File: config.mk
export PLATFORM = sky130hd
export DESIGN_NAME = tcu_timer
export DESIGN_NICKNAME = d
export VERILOG_FILES = /design/src/rtl/tcu_pkg.sv /design/src/rtl/tcu_prescaler.sv /design/src/rtl/tcu_timer.sv
export VERILOG_INCLUDE_DIRS = /design/src /design/src/rtl
export SDC_FILE = /design/constraint.sdc
export NUM_CORES = 1
export LEC_CHECK = 0
export BUFFER_PORTS_ARGS = -buffer_cell sky130_fd_sc_hd__buf_2
export CORE_AREA = 2 2 89 91
export CTS_BUF_LIST = sky130_fd_sc_hd__clkbuf_4
export DETAILED_ROUTE_END_ITERATION = 16
export DIE_AREA = 0 0 91 93
export PLACE_DENSITY = 0.74
export SYNTH_ARGS = -nofsm -noshare
export SYNTH_HDL_FRONTEND = slang
export SYNTH_SLANG_ARGS = --single-unit
File: constraint.sdc
create_clock -name clk -period 2 [get_ports clk]
set_input_delay 0.1 -clock clk [delete_from_list [all_inputs] [get_ports clk]]
set_output_delay 0.1 -clock clk [all_outputs]
set_load 0.01 [all_outputs]
File: src/rtl/tcu_defines.svh
`ifndef TCU_DEFINES_SVH
`define TCU_DEFINES_SVH
// Register indices (8-bit registers, one per address)
`define TCU_ADDR_W       4
`define TCU_REG_CTRL     4'h0
`define TCU_REG_COUNT    4'h1
`define TCU_REG_CMP      4'h2
`define TCU_REG_ASYNC    4'h3
`define TCU_REG_FLAGS    4'h4
`define TCU_REG_MASK     4'h5
// Control register fields
`define TCU_CTRL_FORCE   7
`define TCU_CTRL_WGM0    6
`define TCU_CTRL_COM_HI  5
`define TCU_CTRL_COM_LO  4
`define TCU_CTRL_WGM1    3
`define TCU_CTRL_CS_HI   2
`define TCU_CTRL_CS_LO   0
// Flag, mask and async select bit positions
`define TCU_BIT_CMP      7
`define TCU_BIT_OVF      6
`define TCU_BIT_ASYNC    3
// Counter values
`define TCU_BOTTOM       8'h00
`define TCU_MAX          8'hff
`define TCU_RESET_VAL    8'h00
`endif

File: src/rtl/tcu_pkg.sv
package tcu_pkg;
    typedef enum logic [1:0] {
        TCU_NORMAL, TCU_PWM_PC, TCU_CTC, TCU_PWM_FAST
    } tcu_wave_t;
endpackage : tcu_pkg

File: src/rtl/tcu_prescaler.sv
`timescale 1ns/10ps
`include "tcu_defines.svh"
// Tick source: stop, io clock divided, or crystal input edges
module tcu_prescaler (
    input  wire logic       clk,
    input  wire logic       rstn,
    input  wire logic [2:0] clockSelect,
    input  wire logic       asyncSel,
    input  wire logic       crystalIn,
    output logic            tick
);
    typedef struct packed {
        logic [9:0] div;
        logic       xtalSync1;
        logic       xtalSync2;
        logic       xtalLast;
        logic       tick;
    } tcu_pre_state_t;
    tcu_pre_state_t s_q, s_d;
    logic srcEdge;
    logic tapHit;

    // Tap selection: /1 /8 /32 /64 /128 /256 /1024
    always_comb begin
        s_d = s_q;
        s_d.xtalSync1 = crystalIn;
        s_d.xtalSync2 = s_q.xtalSync1;
        s_d.xtalLast = s_q.xtalSync2;
        srcEdge = asyncSel ? (s_q.xtalSync2 & ~s_q.xtalLast) : 1'b1;
        if (srcEdge) begin
            s_d.div = s_q.div + 10'h001;
        end
        unique case (clockSelect)
            3'h1: tapHit = 1'b1;
            3'h2: tapHit = (s_q.div[2:0] == 3'h7);
            3'h3: tapHit = (s_q.div[4:0] == 5'h1f);
            3'h4: tapHit = (s_q.div[5:0] == 6'h3f);
            3'h5: tapHit = (s_q.div[6:0] == 7'h7f);
            3'h6: tapHit = (s_q.div[7:0] == 8'hff);
            3'h7: tapHit = (s_q.div == 10'h3ff);
            default: tapHit = 1'b0;
        endcase
        s_d.tick = srcEdge & tapHit & (clockSelect != 3'h0);
    end

    // State register
    always_ff @(posedge clk) begin
        if (!rstn) begin
            s_q <= '0;
        end else begin
            s_q <= s_d;
        end
    end
    assign tick = s_q.tick;
endmodule : tcu_prescaler

File: src/rtl/tcu_timer.sv
// Design decisions made here: the placing of the registers and the address-and-strobe port.
`timescale 1ns/10ps
`include "tcu_defines.svh"
module tcu_timer (
    input  wire logic                    clk,
    input  wire logic                    rstn,
    input  wire logic [`TCU_ADDR_W-1:0]  addr,
    input  wire logic [7:0]              wdata,
    input  wire logic                    wrStb,
    input  wire logic                    rdStb,
    input  wire logic                    cmpIrqAck,
    input  wire logic                    ovfIrqAck,
    input  wire logic                    crystalIn,
    input  wire logic                    pinDirection,
    input  wire logic                    portData,
    output logic [7:0]                   rdata,
    output logic                         cmpIrq,
    output logic                         ovfIrq,
    output logic                         compareOutput,
    output logic                         pinOut,
    output logic                         pinOutEn_n,
    output logic                         crystalOut
);
    typedef struct packed {
        tcu_pkg::tcu_wave_t waveMode;
        logic [1:0] outMode;
        logic [2:0] clockSel;
        logic       asyncSel;
        logic [7:0] count;
        logic [7:0] cmpActive;
        logic [7:0] cmpBuffer;
        logic       downCount;
        logic       blockMatch;
        logic       matchPend;
        logic       cmpFlag;
        logic       ovfFlag;
        logic       cmpIrqEn;
        logic       ovfIrqEn;
        logic       ocState;
        logic [7:0] rdata;
        logic       cmpIrq;
        logic       ovfIrq;
        logic       pinOut;
        logic       pinOutEn_n;
        logic       xtalOut;
    } tcu_state_t;
    tcu_state_t s_q, s_d;
    logic tick;
    logic isPwm;
    logic match;
    logic [7:0] topVal;
    logic wrCtrl, wrCount, wrCmp, wrFlags, wrMask;
    logic forceHit, ovfSet;

    // Apply output mode action to compare output state
    function automatic logic ocAction(input logic [1:0] mode,
                                      input logic       cur,
                                      input logic       setLvl);
        unique case (mode)
            2'h0: ocAction = cur;
            2'h1: ocAction = ~cur;
            2'h2: ocAction = ~setLvl;
            2'h3: ocAction = setLvl;
        endcase
    endfunction : ocAction

    tcu_prescaler u_pre (
        .clk         (clk),
        .rstn        (rstn),
        .clockSelect (s_q.clockSel),
        .asyncSel    (s_q.asyncSel),
        .crystalIn   (crystalIn),
        .tick        (tick)
    );

    // Decode and compare
    always_comb begin
        isPwm  = (s_q.waveMode == tcu_pkg::TCU_PWM_PC) ||
                 (s_q.waveMode == tcu_pkg::TCU_PWM_FAST);
        match  = (s_q.count == s_q.cmpActive);
        topVal = (s_q.waveMode == tcu_pkg::TCU_CTC) ? s_q.cmpActive
                                                   : `TCU_MAX;
        wrCtrl  = wrStb && (addr == `TCU_REG_CTRL);
        wrCount = wrStb && (addr == `TCU_REG_COUNT);
        wrCmp   = wrStb && (addr == `TCU_REG_CMP);
        wrFlags = wrStb && (addr == `TCU_REG_FLAGS);
        wrMask  = wrStb && (addr == `TCU_REG_MASK);
        // Force acts on the mode and output bits being written
        forceHit = wrCtrl && wdata[`TCU_CTRL_FORCE] &&
                   !wdata[`TCU_CTRL_WGM0];
        // Overflow at wrap to zero when TOP is MAX, or at BOTTOM turnaround
        ovfSet = tick &&
                 ((s_q.waveMode != tcu_pkg::TCU_PWM_PC &&
                   s_q.count == topVal && topVal == `TCU_MAX) ||
                  (s_q.waveMode == tcu_pkg::TCU_PWM_PC &&
                   s_q.count == `TCU_BOTTOM));
    end

    // Next state
    always_comb begin
        s_d = s_q;
        // Counter sequence per tick
        if (tick) begin
            s_d.matchPend = match && !s_q.blockMatch;
            s_d.blockMatch = 1'b0;
            unique case (s_q.waveMode)
                tcu_pkg::TCU_NORMAL, tcu_pkg::TCU_PWM_FAST: begin
                    s_d.count = s_q.count + 8'h01;
                end
                tcu_pkg::TCU_CTC: begin
                    s_d.count = (match) ? `TCU_BOTTOM
                                        : s_q.count + 8'h01;
                end
                tcu_pkg::TCU_PWM_PC: begin
                    if (s_q.downCount) begin
                        s_d.count = s_q.count - 8'h01;
                        if (s_q.count == 8'h01) begin
                            s_d.downCount = 1'b0;
                        end
                    end else begin
                        s_d.count = s_q.count + 8'h01;
                        if (s_q.count == 8'hfe) begin
                            s_d.downCount = 1'b1;
                        end
                    end
                end
            endcase
            // Compare output waveform
            if (match && !s_q.blockMatch) begin
                if (isPwm) begin
                    s_d.ocState = ocAction(s_q.outMode, s_q.ocState,
                                           s_q.waveMode == tcu_pkg::TCU_PWM_PC
                                           ? ~s_q.downCount : 1'b1);
                end else begin
                    s_d.ocState = ocAction(s_q.outMode, s_q.ocState, 1'b1);
                end
            end
            if (s_q.waveMode == tcu_pkg::TCU_PWM_FAST &&
                s_q.count == `TCU_MAX && s_q.outMode[1]) begin
                s_d.ocState = ~s_q.outMode[0];
            end
            // Buffered compare loads at TOP in both PWM modes
            if ((s_q.waveMode == tcu_pkg::TCU_PWM_FAST &&
                 s_q.count == `TCU_MAX) ||
                (s_q.waveMode == tcu_pkg::TCU_PWM_PC &&
                 s_q.count == 8'hfe && !s_q.downCount)) begin
                s_d.cmpActive = s_q.cmpBuffer;
            end
        end
        // Flag set one tick after the match
        if (tick && s_q.matchPend) begin
            s_d.cmpFlag = 1'b1;
        end
        // Flag clears: service or write one, set wins
        if ((cmpIrqAck || (wrFlags && wdata[`TCU_BIT_CMP])) &&
            !(tick && s_q.matchPend)) begin
            s_d.cmpFlag = 1'b0;
        end
        if (ovfSet) begin
            s_d.ovfFlag = 1'b1;
        end else if (ovfIrqAck || (wrFlags && wdata[`TCU_BIT_OVF])) begin
            s_d.ovfFlag = 1'b0;
        end
        // Software counter write wins and blocks next match
        if (wrCount) begin
            s_d.count = wdata;
            s_d.blockMatch = 1'b1;
            s_d.matchPend = 1'b0;
        end
        // Compare value writes
        if (wrCmp) begin
            s_d.cmpBuffer = wdata;
            if (!isPwm) begin
                s_d.cmpActive = wdata;
            end
        end
        // Control write: mode bits act at once, state kept
        if (wrCtrl) begin
            s_d.waveMode = tcu_pkg::tcu_wave_t'({wdata[`TCU_CTRL_WGM1],
                                                wdata[`TCU_CTRL_WGM0]});
            s_d.outMode  = wdata[`TCU_CTRL_COM_HI:`TCU_CTRL_COM_LO];
            s_d.clockSel = wdata[`TCU_CTRL_CS_HI:`TCU_CTRL_CS_LO];
        end
        if (forceHit) begin
            s_d.ocState = ocAction(wdata[`TCU_CTRL_COM_HI:`TCU_CTRL_COM_LO],
                                   s_q.ocState, 1'b1);
        end
        if (wrStb && addr == `TCU_REG_ASYNC) begin
            s_d.asyncSel = wdata[`TCU_BIT_ASYNC];
        end
        if (wrMask) begin
            s_d.cmpIrqEn = wdata[`TCU_BIT_CMP];
            s_d.ovfIrqEn = wdata[`TCU_BIT_OVF];
        end
        // Read data, one cycle after the strobe
        s_d.rdata = 8'h00;
        if (rdStb) begin
            unique case (addr)
                `TCU_REG_CTRL: s_d.rdata = {1'b0, s_q.waveMode[0],
                    s_q.outMode, s_q.waveMode[1], s_q.clockSel};
                `TCU_REG_COUNT: s_d.rdata = s_q.count;
                `TCU_REG_CMP: s_d.rdata = isPwm ? s_q.cmpBuffer
                                                : s_q.cmpActive;
                `TCU_REG_ASYNC: s_d.rdata = {4'h0, s_q.asyncSel, 3'h0};
                `TCU_REG_FLAGS: s_d.rdata = {s_q.cmpFlag, s_q.ovfFlag,
                                             6'h00};
                `TCU_REG_MASK: s_d.rdata = {s_q.cmpIrqEn, s_q.ovfIrqEn,
                                            6'h00};
                default: s_d.rdata = 8'h00;
            endcase
        end
        // Interrupt requests and pin override
        s_d.cmpIrq = s_d.cmpFlag && s_d.cmpIrqEn;
        s_d.ovfIrq = s_d.ovfFlag && s_d.ovfIrqEn;
        s_d.pinOut = (s_d.outMode != 2'h0) ? s_d.ocState
                                           : portData;
        s_d.pinOutEn_n = ~pinDirection;
        s_d.xtalOut = ~crystalIn;
    end

    // State register, all zero after reset
    always_ff @(posedge clk) begin
        if (!rstn) begin
            s_q <= '0;
        end else begin
            s_q <= s_d;
        end
    end

    assign rdata         = s_q.rdata;
    assign cmpIrq        = s_q.cmpIrq;
    assign ovfIrq        = s_q.ovfIrq;
    assign compareOutput = s_q.ocState;
    assign pinOut        = s_q.pinOut;
    assign pinOutEn_n    = s_q.pinOutEn_n;
    assign crystalOut    = s_q.xtalOut;

    // Assertions
    property p_flag_after_match;
        @(posedge clk) disable iff (!rstn)
        (tick && s_q.matchPend) |=> s_q.cmpFlag;
    endproperty
    a_p_flag_after_match: assert property (p_flag_after_match)
        else $error("flag not set after match");

    property p_match_pend;
        @(posedge clk) disable iff (!rstn)
        (tick && match && !s_q.blockMatch && !wrCount) |=> s_q.matchPend;
    endproperty
    a_p_match_pend: assert property (p_match_pend)
        else $error("match not registered");

    property p_irq;
        @(posedge clk) disable iff (!rstn)
        (s_q.cmpFlag && s_q.cmpIrqEn) |-> cmpIrq;
    endproperty
    a_p_irq: assert property (p_irq)
        else $error("irq missing");

    property p_stopped;
        @(posedge clk) disable iff (!rstn)
        (s_q.clockSel == 3'h0 && !wrCount) [*2] |=> $stable(s_q.count);
    endproperty
    a_p_stopped: assert property (p_stopped)
        else $error("counter moved while stopped");

    property p_write_wins;
        @(posedge clk) disable iff (!rstn)
        wrCount |=> (s_q.count == $past(wdata));
    endproperty
    a_p_write_wins: assert property (p_write_wins)
        else $error("counter write lost");

    property p_block;
        @(posedge clk) disable iff (!rstn)
        (wrCount ##1 (tick && !wrCount)) |=> !s_q.matchPend;
    endproperty
    a_p_block: assert property (p_block)
        else $error("match not blocked");

    property p_ack_clear;
        @(posedge clk) disable iff (!rstn)
        (cmpIrqAck && !(tick && s_q.matchPend)) |=> !s_q.cmpFlag;
    endproperty
    a_p_ack_clear: assert property (p_ack_clear)
        else $error("flag not cleared");

    property p_ctc_clear;
        @(posedge clk) disable iff (!rstn)
        (tick && s_q.waveMode == tcu_pkg::TCU_CTC && match && !wrCount)
            |=> (s_q.count == 8'h00);
    endproperty
    a_p_ctc_clear: assert property (p_ctc_clear)
        else $error("ctc did not clear");

    property p_direct_cmp;
        @(posedge clk) disable iff (!rstn)
        (wrCmp && !isPwm) |=> (s_q.cmpActive == $past(wdata));
    endproperty
    a_p_direct_cmp: assert property (p_direct_cmp)
        else $error("direct compare write lost");

    property p_force_noflag;
        @(posedge clk) disable iff (!rstn)
        (forceHit && !s_q.cmpFlag && !(tick && s_q.matchPend))
            |=> !s_q.cmpFlag;
    endproperty
    a_p_force_noflag: assert property (p_force_noflag)
        else $error("force set flag");

    c_match: cover property (@(posedge clk) s_q.cmpFlag);
    c_ovf: cover property (@(posedge clk) s_q.ovfFlag);
    c_force: cover property (@(posedge clk) forceHit);
endmodule : tcu_timer

# ---- Word level (Yosys, flattened, before mapping)
# Cells that the tools add are included.
dict set report totals {
  regBits 67
  in_bits 21
  output_inout_bits 14
  wordCells 152
}
dict set report op_classes {
  addsub 3
  eq_ne 34
  mux 34
  bitwise_logic 11
  reduce_logical 44
}
# cell count
set op_table {}
lappend op_table {{two-way mux 8 bit} 7}
lappend op_table {{case mux 8 bit (6 select lines)} 1}
lappend op_table {{== test 8 bit (second input constant)} 4}
lappend op_table {{two-way mux 16 bit} 2}
lappend op_table {{case mux 8 bit (3 select lines)} 1}
lappend op_table {{logical AND 1 bit} 23}
lappend op_table {{== test 8 bit} 2}
lappend op_table {{== test 3 bit (second input constant)} 5}
lappend op_table {{two-way mux 1 bit} 15}
lappend op_table {{== test 2 bit (second input constant)} 6}
lappend op_table {{case mux 1 bit (4 select lines)} 3}
lappend op_table {{adder 10 x 1 -> 10 bit (second input constant)} 1}
lappend op_table {{== test 10 bit (second input constant)} 1}
lappend op_table {{adder 8 x 1 -> 8 bit (second input constant)} 1}
lappend op_table {{== test 4 x 2 -> 1 bit (second input constant)} 2}
lappend op_table {{== test 4 x 3 -> 1 bit (second input constant)} 2}
lappend op_table {{== test 8 x 1 -> 1 bit (second input constant)} 1}
lappend op_table {{logical NOT 8 bit} 1}
lappend op_table {{inverter 1 bit} 8}
lappend op_table {{subtractor 8 x 1 -> 8 bit (second input constant)} 1}
lappend op_table {{== test 7 bit (second input constant)} 1}
lappend op_table {{case mux 1 bit (7 select lines)} 1}
lappend op_table {{== test 2 x 1 -> 1 bit (second input constant)} 3}
lappend op_table {{== test 3 x 2 -> 1 bit (second input constant)} 2}
lappend op_table {{16 further kinds} 32}

# ---- Logic depth before layout (Yosys ltp)
dict set report logic_depth {
  depth_word 10
  depth_mapped 8
  mapped_depth_nobuf 7
}

# ---- By module
# Synthesis repeated with hierarchy kept, for this count alone.
dict set report unflattened {
  cells_unflattened 445
  area_unflattened_um2 3963.8
}
# mod instances cells_each area_each_um2 seq_area_each_um2
set modules_own_cells {}
lappend modules_own_cells {tcu_timer 1 373 3283.1 1061.0}
lappend modules_own_cells {tcu_prescaler 1 72 680.7 280.3}

# ---- Worst setup path before layout
# No wires, ideal clock.
dict set report synth_timing {
  path_kind {reg2reg}
  from {reg s_q[37] (netlist bit)}
  to {reg s_q[41] (netlist bit)}
  setup_ns 0.116
  t_arrival_ns 2.057
  required_ns 1.884
  path_slack_ns -0.173
  path_stages_with_launch 9
  n_path_buf 1
  synth_period_minus_slack_ns 2.173
  cell_sequence {dfxtp_1 -> buf_1 -> inv_1 -> ha_1 -> or3b_1 -> a31o_2 -> a211oi_1 -> o211ai_1 -> o211a_1}
}
dict set report synth_between {
  elab_chain_len 5
  elab_cells_between_ends 8
  cone_classes {add/sub (2); eq/ne (1); mux (5)}
}
# element line
set synth_rtl {}
lappend synth_rtl {{start, declared} tcu_timer.sv:47} ;# tcu_state_t s_q, s_d;
lappend synth_rtl {{start signal, assigned} tcu_timer.sv:224} ;# s_q <= '0;
lappend synth_rtl {{start signal, assigned} tcu_timer.sv:226} ;# s_q <= s_d;
lappend synth_rtl {{adder 8 x 1 -> 8 bit, or another cell as far along} {tcu_timer.sv:108, tcu_timer.sv:112, tcu_timer.sv:121}}
lappend synth_rtl {{two-way mux 8 bit, on equally long branches} {tcu_timer.sv:115, tcu_timer.sv:111}}
lappend synth_rtl {{case mux 8 bit (3 select lines) (*)} tcu_timer.sv:106} ;# unique case (s_q.waveMode)
lappend synth_rtl {{two-way mux 16 bit (*)} tcu_timer.sv:103} ;# if (tick) begin
lappend synth_rtl {{two-way mux 8 bit (*)} tcu_timer.sv:165} ;# if (wrCount) begin
# Mark *: on every way between the ends. The rest lies on a longest branch, timed or not. The select of a mux whose other input is x is not followed.
# A chain may end at the register's enable or synchronous reset.

# ---- Worst setup path in the final report
dict set report layout_timing {
  from {reg s_q[51] (netlist bit)}
  to {reg s_q[35] (netlist bit)}
}
dict set report layout_between {
  elab_chain_len 8
  elab_cells_between_ends 11
  cone_classes {eq/ne (2); mux (4); reduce/logical (5)}
}
# element line
set layout_rtl {}
lappend layout_rtl {{== test 2 x 1 -> 1 bit} {tcu_timer.sv:78, tcu_timer.sv:145}}
lappend layout_rtl {{logical AND 1 bit} tcu_timer.sv:145} ;# (s_q.waveMode == tcu_pkg::TCU_PWM_PC &&
lappend layout_rtl {{logical AND 1 bit} tcu_timer.sv:146} ;# s_q.count == 8'hfe && !s_q.downCount)) begin
lappend layout_rtl {{logical OR 1 bit} tcu_timer.sv:143} ;# if ((s_q.waveMode == tcu_pkg::TCU_PWM_FAST &&
lappend layout_rtl {{two-way mux 8 bit} tcu_timer.sv:143}
lappend layout_rtl {{two-way mux 16 bit} tcu_timer.sv:103}
lappend layout_rtl {{two-way mux 8 bit} tcu_timer.sv:173} ;# if (!isPwm) begin
lappend layout_rtl {{two-way mux 16 bit (*)} tcu_timer.sv:171} ;# if (wrCmp) begin
# Marked as above.

==> flow_summary_export.csv <==
group,metric,value,unit
status,status,"complete, no violations",
floorplan,die_area,8460,µm²
clock_tree,numCtsBuffers,9,
synth,synth_cell_type_count,65,
setup_path,crit_arrival,2.28,ns
synth,yosys_most_used_dff,"sky130_fd_sc_hd__dfxtp_1",
power,power.combinational.fraction,11.0,%
clock_tree,tritoncts,"done",
floorplan,die_width,91,µm
power,power_report.internal_total,0.00212,W
final_layout,fillerInstances,664,
power,power.static_leakage,1.98,nW
floorplan,core.rowCount,32,
setup_path,worstPathMaxFanout,8,
final_layout,n_antenna_cell,0,
synth,synth.yosys.warnings,0,
floorplan,fp.coreArea,7530,µm²
sta,final_period_minus_worst_setup_slack,1.94,ns
synth,yosys_register_bits,67,
floorplan,io-pin-count,35,
power,ir_drop,0.000409,V
sta,final.setup.worst_slack,0.0567,ns
synth,synth_nets,510,
sta,whs,0.00449,ns
placement,placed_cells,611,
clock_tree,clock_latency,0.43,ns
placement,port_buffers,34,
sta,timing_max_transition_violations_final,0,
detailed_routing,final_antenna_net_count,0,
synth,yosysSeqAreaShare,33.2,%
setup_path,cp_cell_sequence,"ha_2 > nand3b_4 > a2111oi_4 > buf_12 > mux2i_1 > nand2_1 > o211a_1",
power,power.density_cell_area,607,nW/µm²
clock_tree,clk_pin_slew_worst_paths,0.12,ns
flow_run,max-cap-violations,0,
grt,number_of_antenna_violations_at_the_first_check_in_global_routing,0,
worst_hold_path,hold_depth,3,
synth,async_reset_ff_share,0,%
sta,fmaxAchievable,515,MHz
placement,pre_cts_slack,0.0874,ns
setup_path,worst_ep_required_time,2.34,ns
setup_path,end_kind,"flop",
power,post-layout-total-power,0.00287,W
floorplan,starting_density,53.6,%
power,switching_share,26.1,%
worst_hold_path,worst_hold_path_type,"in -> reg",
detailed_routing,drtIter0Drc,377,
grt,grt_usage,27.8,%
setup_path,worst-setup-path-type,"reg -> reg",
sta,tightestPinTransition,0.602,ns
final_layout,area_growth,17.3,%
detailed_routing,drt_pass1_iterations,5,
placement,gpl.final_weighted_congestion,0.929,
clock_tree,cts_max_level,3,
detailed_routing,num_vias,3872,
setup_path,crit_slowest_cell,"sky130_fd_sc_hd__a2111oi_4",
grt,global_route_wire_length_before_repair,18.5,mm
sta,hold_viol_final,0,
final_layout,post-route-util,62.9,%
detailed_routing,routed_wirelength,11.6,mm
setup_path,critical_path.startpoint_type,"flop",
setup_path,worstRegToRegCells,7,
power,power.share.clock,40.4,%
power,power_switching,0.000749,W
grt,overflow,0,
sta,final_period_util,97.2,%
setup_path,slowest_delay,0.45,ns
synth,synth_edf_count,0,
synth,syn_area_per_cell,8.45,µm²
grt,first_global_vias,3622,
final_layout,layout.cells.non_filler,637,
placement,place_hpwl,8.36,mm
final_layout,nets,563,
detailed_routing,wl_per_cell,18.3,µm
sta,finalSetupViolCount,0,
setup_path,reg2reg_setup_slack,0.06,ns
synth,netlist_instances,478,
detailed_routing,drcViolationCount,0,
sta,timing.max_slew.rel_slack,59.9,%
sta,timing.clock.skew,0.0112,ns
clock_tree,cts_sinks,67,
final_layout,final_layout_size_suffix_gt1_share,23.2,%
floorplan,dieHeight,93,µm
sta,grt_setup_unrepaired,"false",
detailed_routing,route.detailed.vias_per_inst,6.08,
clock_tree,clockBufferDepth,2,
power,share_seq_of_total_power,48.6,%
clock_tree,cts_root_buf,"sky130_fd_sc_hd__clkbuf_4",
synth,syn_area,4040,µm²
grt,grt_start_max_net_pins,38,
==> power by group through the flow <==
stage	logic, W	clock network, W	registers (W)
6_report	0.000316	0.00116	0.00140
5_1_grt	0.000341	0.00123	0.00140
4_1_cts	0.000306	0.00117	0.00139
3_5_place_dp	0.000291	0	0.00142
3_3_place_gp	0.000288	0	0.00142
2_1_floorplan	0.000183	0	0.00141
==> routing by layer <==
layer / global-route usage [%] / wire [µm] / vias to the layer above
li1: - / - / 1821
met1: 36.1 / 4990 / 1808
met2: 45.4 / 5350 / 212
met3: 6.04 / 983 / 31
met4: 10.7 / 318 / 0
met5: 0 / 0 / -
==> worst max-delay path: cells and delay by family (launching register included) <==
kind / cells / cell delay, ns
buffers and inverters: 1 / 0.19
AND/OR/NAND/NOR: 2 / 0.17
flip-flops: 1 / 0.43
adder cells (fa/ha/maj): 1 / 0.25
multiplexers: 1 / 0.22
AO/OA/AOI/OAI: 2 / 0.59
==> area by class of cell <==
type                    count  area (µm²)  area share, %
inverters                  10        42.5          0.899
multi-input cells         364        2500           52.7
clock inverters             6         114           2.40
clock buffers               9        67.6           1.43
repair buffers             79         541           11.4
well taps                 102         128           2.70
flip-flops and latches     67        1350           28.4
==> metrics by stage <==
stage,setup TNS [ns],area (µm²)
final,0,4730
after global routing,0,4730
after CTS,0,4690
after detailed placement,0,4430
after global placement,0,4430
after floorplan,-0.00545,4070
==> flip-flops by register name, indices dropped and copies added, names as in the netlist <==
name and flops:
cmpIrq 1, compareOutput 1, crystalOut 1, ovfIrq 1, pinOut 1, pinOutEn_n 1, rdata 8, s_q 39
u_pre.s_d 2, u_pre.s_q 11, u_pre.tick 1
==> path summary, 6_finish.rpt <==
check | startpoint | to
max | s_q[51] | s_q[35]
min | wdata[2] | s_q[23]
max reg2reg | s_q[51] | s_q[35]
min reg2reg | u_pre.s_d[2] | u_pre.s_d[1]
==> synth_stat cells, types with 3 or more instances <==
cell type	n	area [µm²]
sky130_fd_sc_hd__mux2_2	14	158
sky130_fd_sc_hd__buf_2	8	40.0
sky130_fd_sc_hd__mux2i_1	14	140
sky130_fd_sc_hd__a21oi_1	18	90.1
sky130_fd_sc_hd__nand3_1	26	130
sky130_fd_sc_hd__xnor2_1	14	123
sky130_fd_sc_hd__xor2_1	7	61.3
sky130_fd_sc_hd__o211a_1	10	100
sky130_fd_sc_hd__inv_1	8	30.0
sky130_fd_sc_hd__ha_1	11	138
sky130_fd_sc_hd__nor3_1	7	35.0
sky130_fd_sc_hd__nor4_1	4	25.0
sky130_fd_sc_hd__nand2b_1	6	37.5
sky130_fd_sc_hd__nor3b_1	3	22.5
sky130_fd_sc_hd__nor2b_1	13	81.3
sky130_fd_sc_hd__o21ai_0	29	145
sky130_fd_sc_hd__o21a_1	3	22.5
sky130_fd_sc_hd__buf_4	10	75.1
sky130_fd_sc_hd__and2_1	12	75.1
sky130_fd_sc_hd__o211ai_1	5	37.5
sky130_fd_sc_hd__and3_1	6	37.5
sky130_fd_sc_hd__dfxtp_1	67	1340
sky130_fd_sc_hd__a22oi_1	7	52.6
sky130_fd_sc_hd__clkbuf_1	16	60.1
sky130_fd_sc_hd__a21boi_0	22	165
sky130_fd_sc_hd__nor2_1	31	116
sky130_fd_sc_hd__nand4_1	7	43.8
sky130_fd_sc_hd__a31oi_1	11	68.8
sky130_fd_sc_hd__nand2_1	46	173
==> layout by cell type (no fill, tap or decap), types with 7 or more instances in the layout <==
cell,count
sky130_fd_sc_hd__nand4_1,7
sky130_fd_sc_hd__clkbuf_4,9
sky130_fd_sc_hd__a21oi_1,18
sky130_fd_sc_hd__dlygate4sd3_1,8
sky130_fd_sc_hd__buf_4,36
sky130_fd_sc_hd__dfxtp_1,64
sky130_fd_sc_hd__a21boi_0,22
sky130_fd_sc_hd__nor2_1,31
sky130_fd_sc_hd__nor2b_1,13
sky130_fd_sc_hd__o211a_1,10
sky130_fd_sc_hd__a22oi_1,7
sky130_fd_sc_hd__xnor2_1,14
sky130_fd_sc_hd__nand2_1,46
sky130_fd_sc_hd__mux2_2,14
sky130_fd_sc_hd__nand3_1,26
sky130_fd_sc_hd__mux2i_1,14
sky130_fd_sc_hd__a31oi_1,11
sky130_fd_sc_hd__o21ai_0,28
sky130_fd_sc_hd__ha_1,8
sky130_fd_sc_hd__xor2_1,7
sky130_fd_sc_hd__buf_2,34
sky130_fd_sc_hd__and2_1,12
==> kinds of logic after synthesis <==
| group | after synthesis | share of synthesized area (%) |
|---|---|---|
| mux | 28 | 7.38 |
| flops | 67 | 33.2 |
| compound gates | 124 | 21.2 |
| simple gates | 180 | 24.5 |
| fa+ha+maj | 11 | 3.41 |
| buf+inv | 47 | 5.76 |
| xor+xnor | 21 | 4.56 |
==> timing repair <==
item / in CTS / in global routing
hold endpoints to repair: 10 / 0
setup endpoints to repair: 0 / 10
buffers inserted: 0 / 3
hold buffers: 8 / 0
gates resized for setup: 0 / 7
Note: power is estimated with default switching activity, not from simulation.
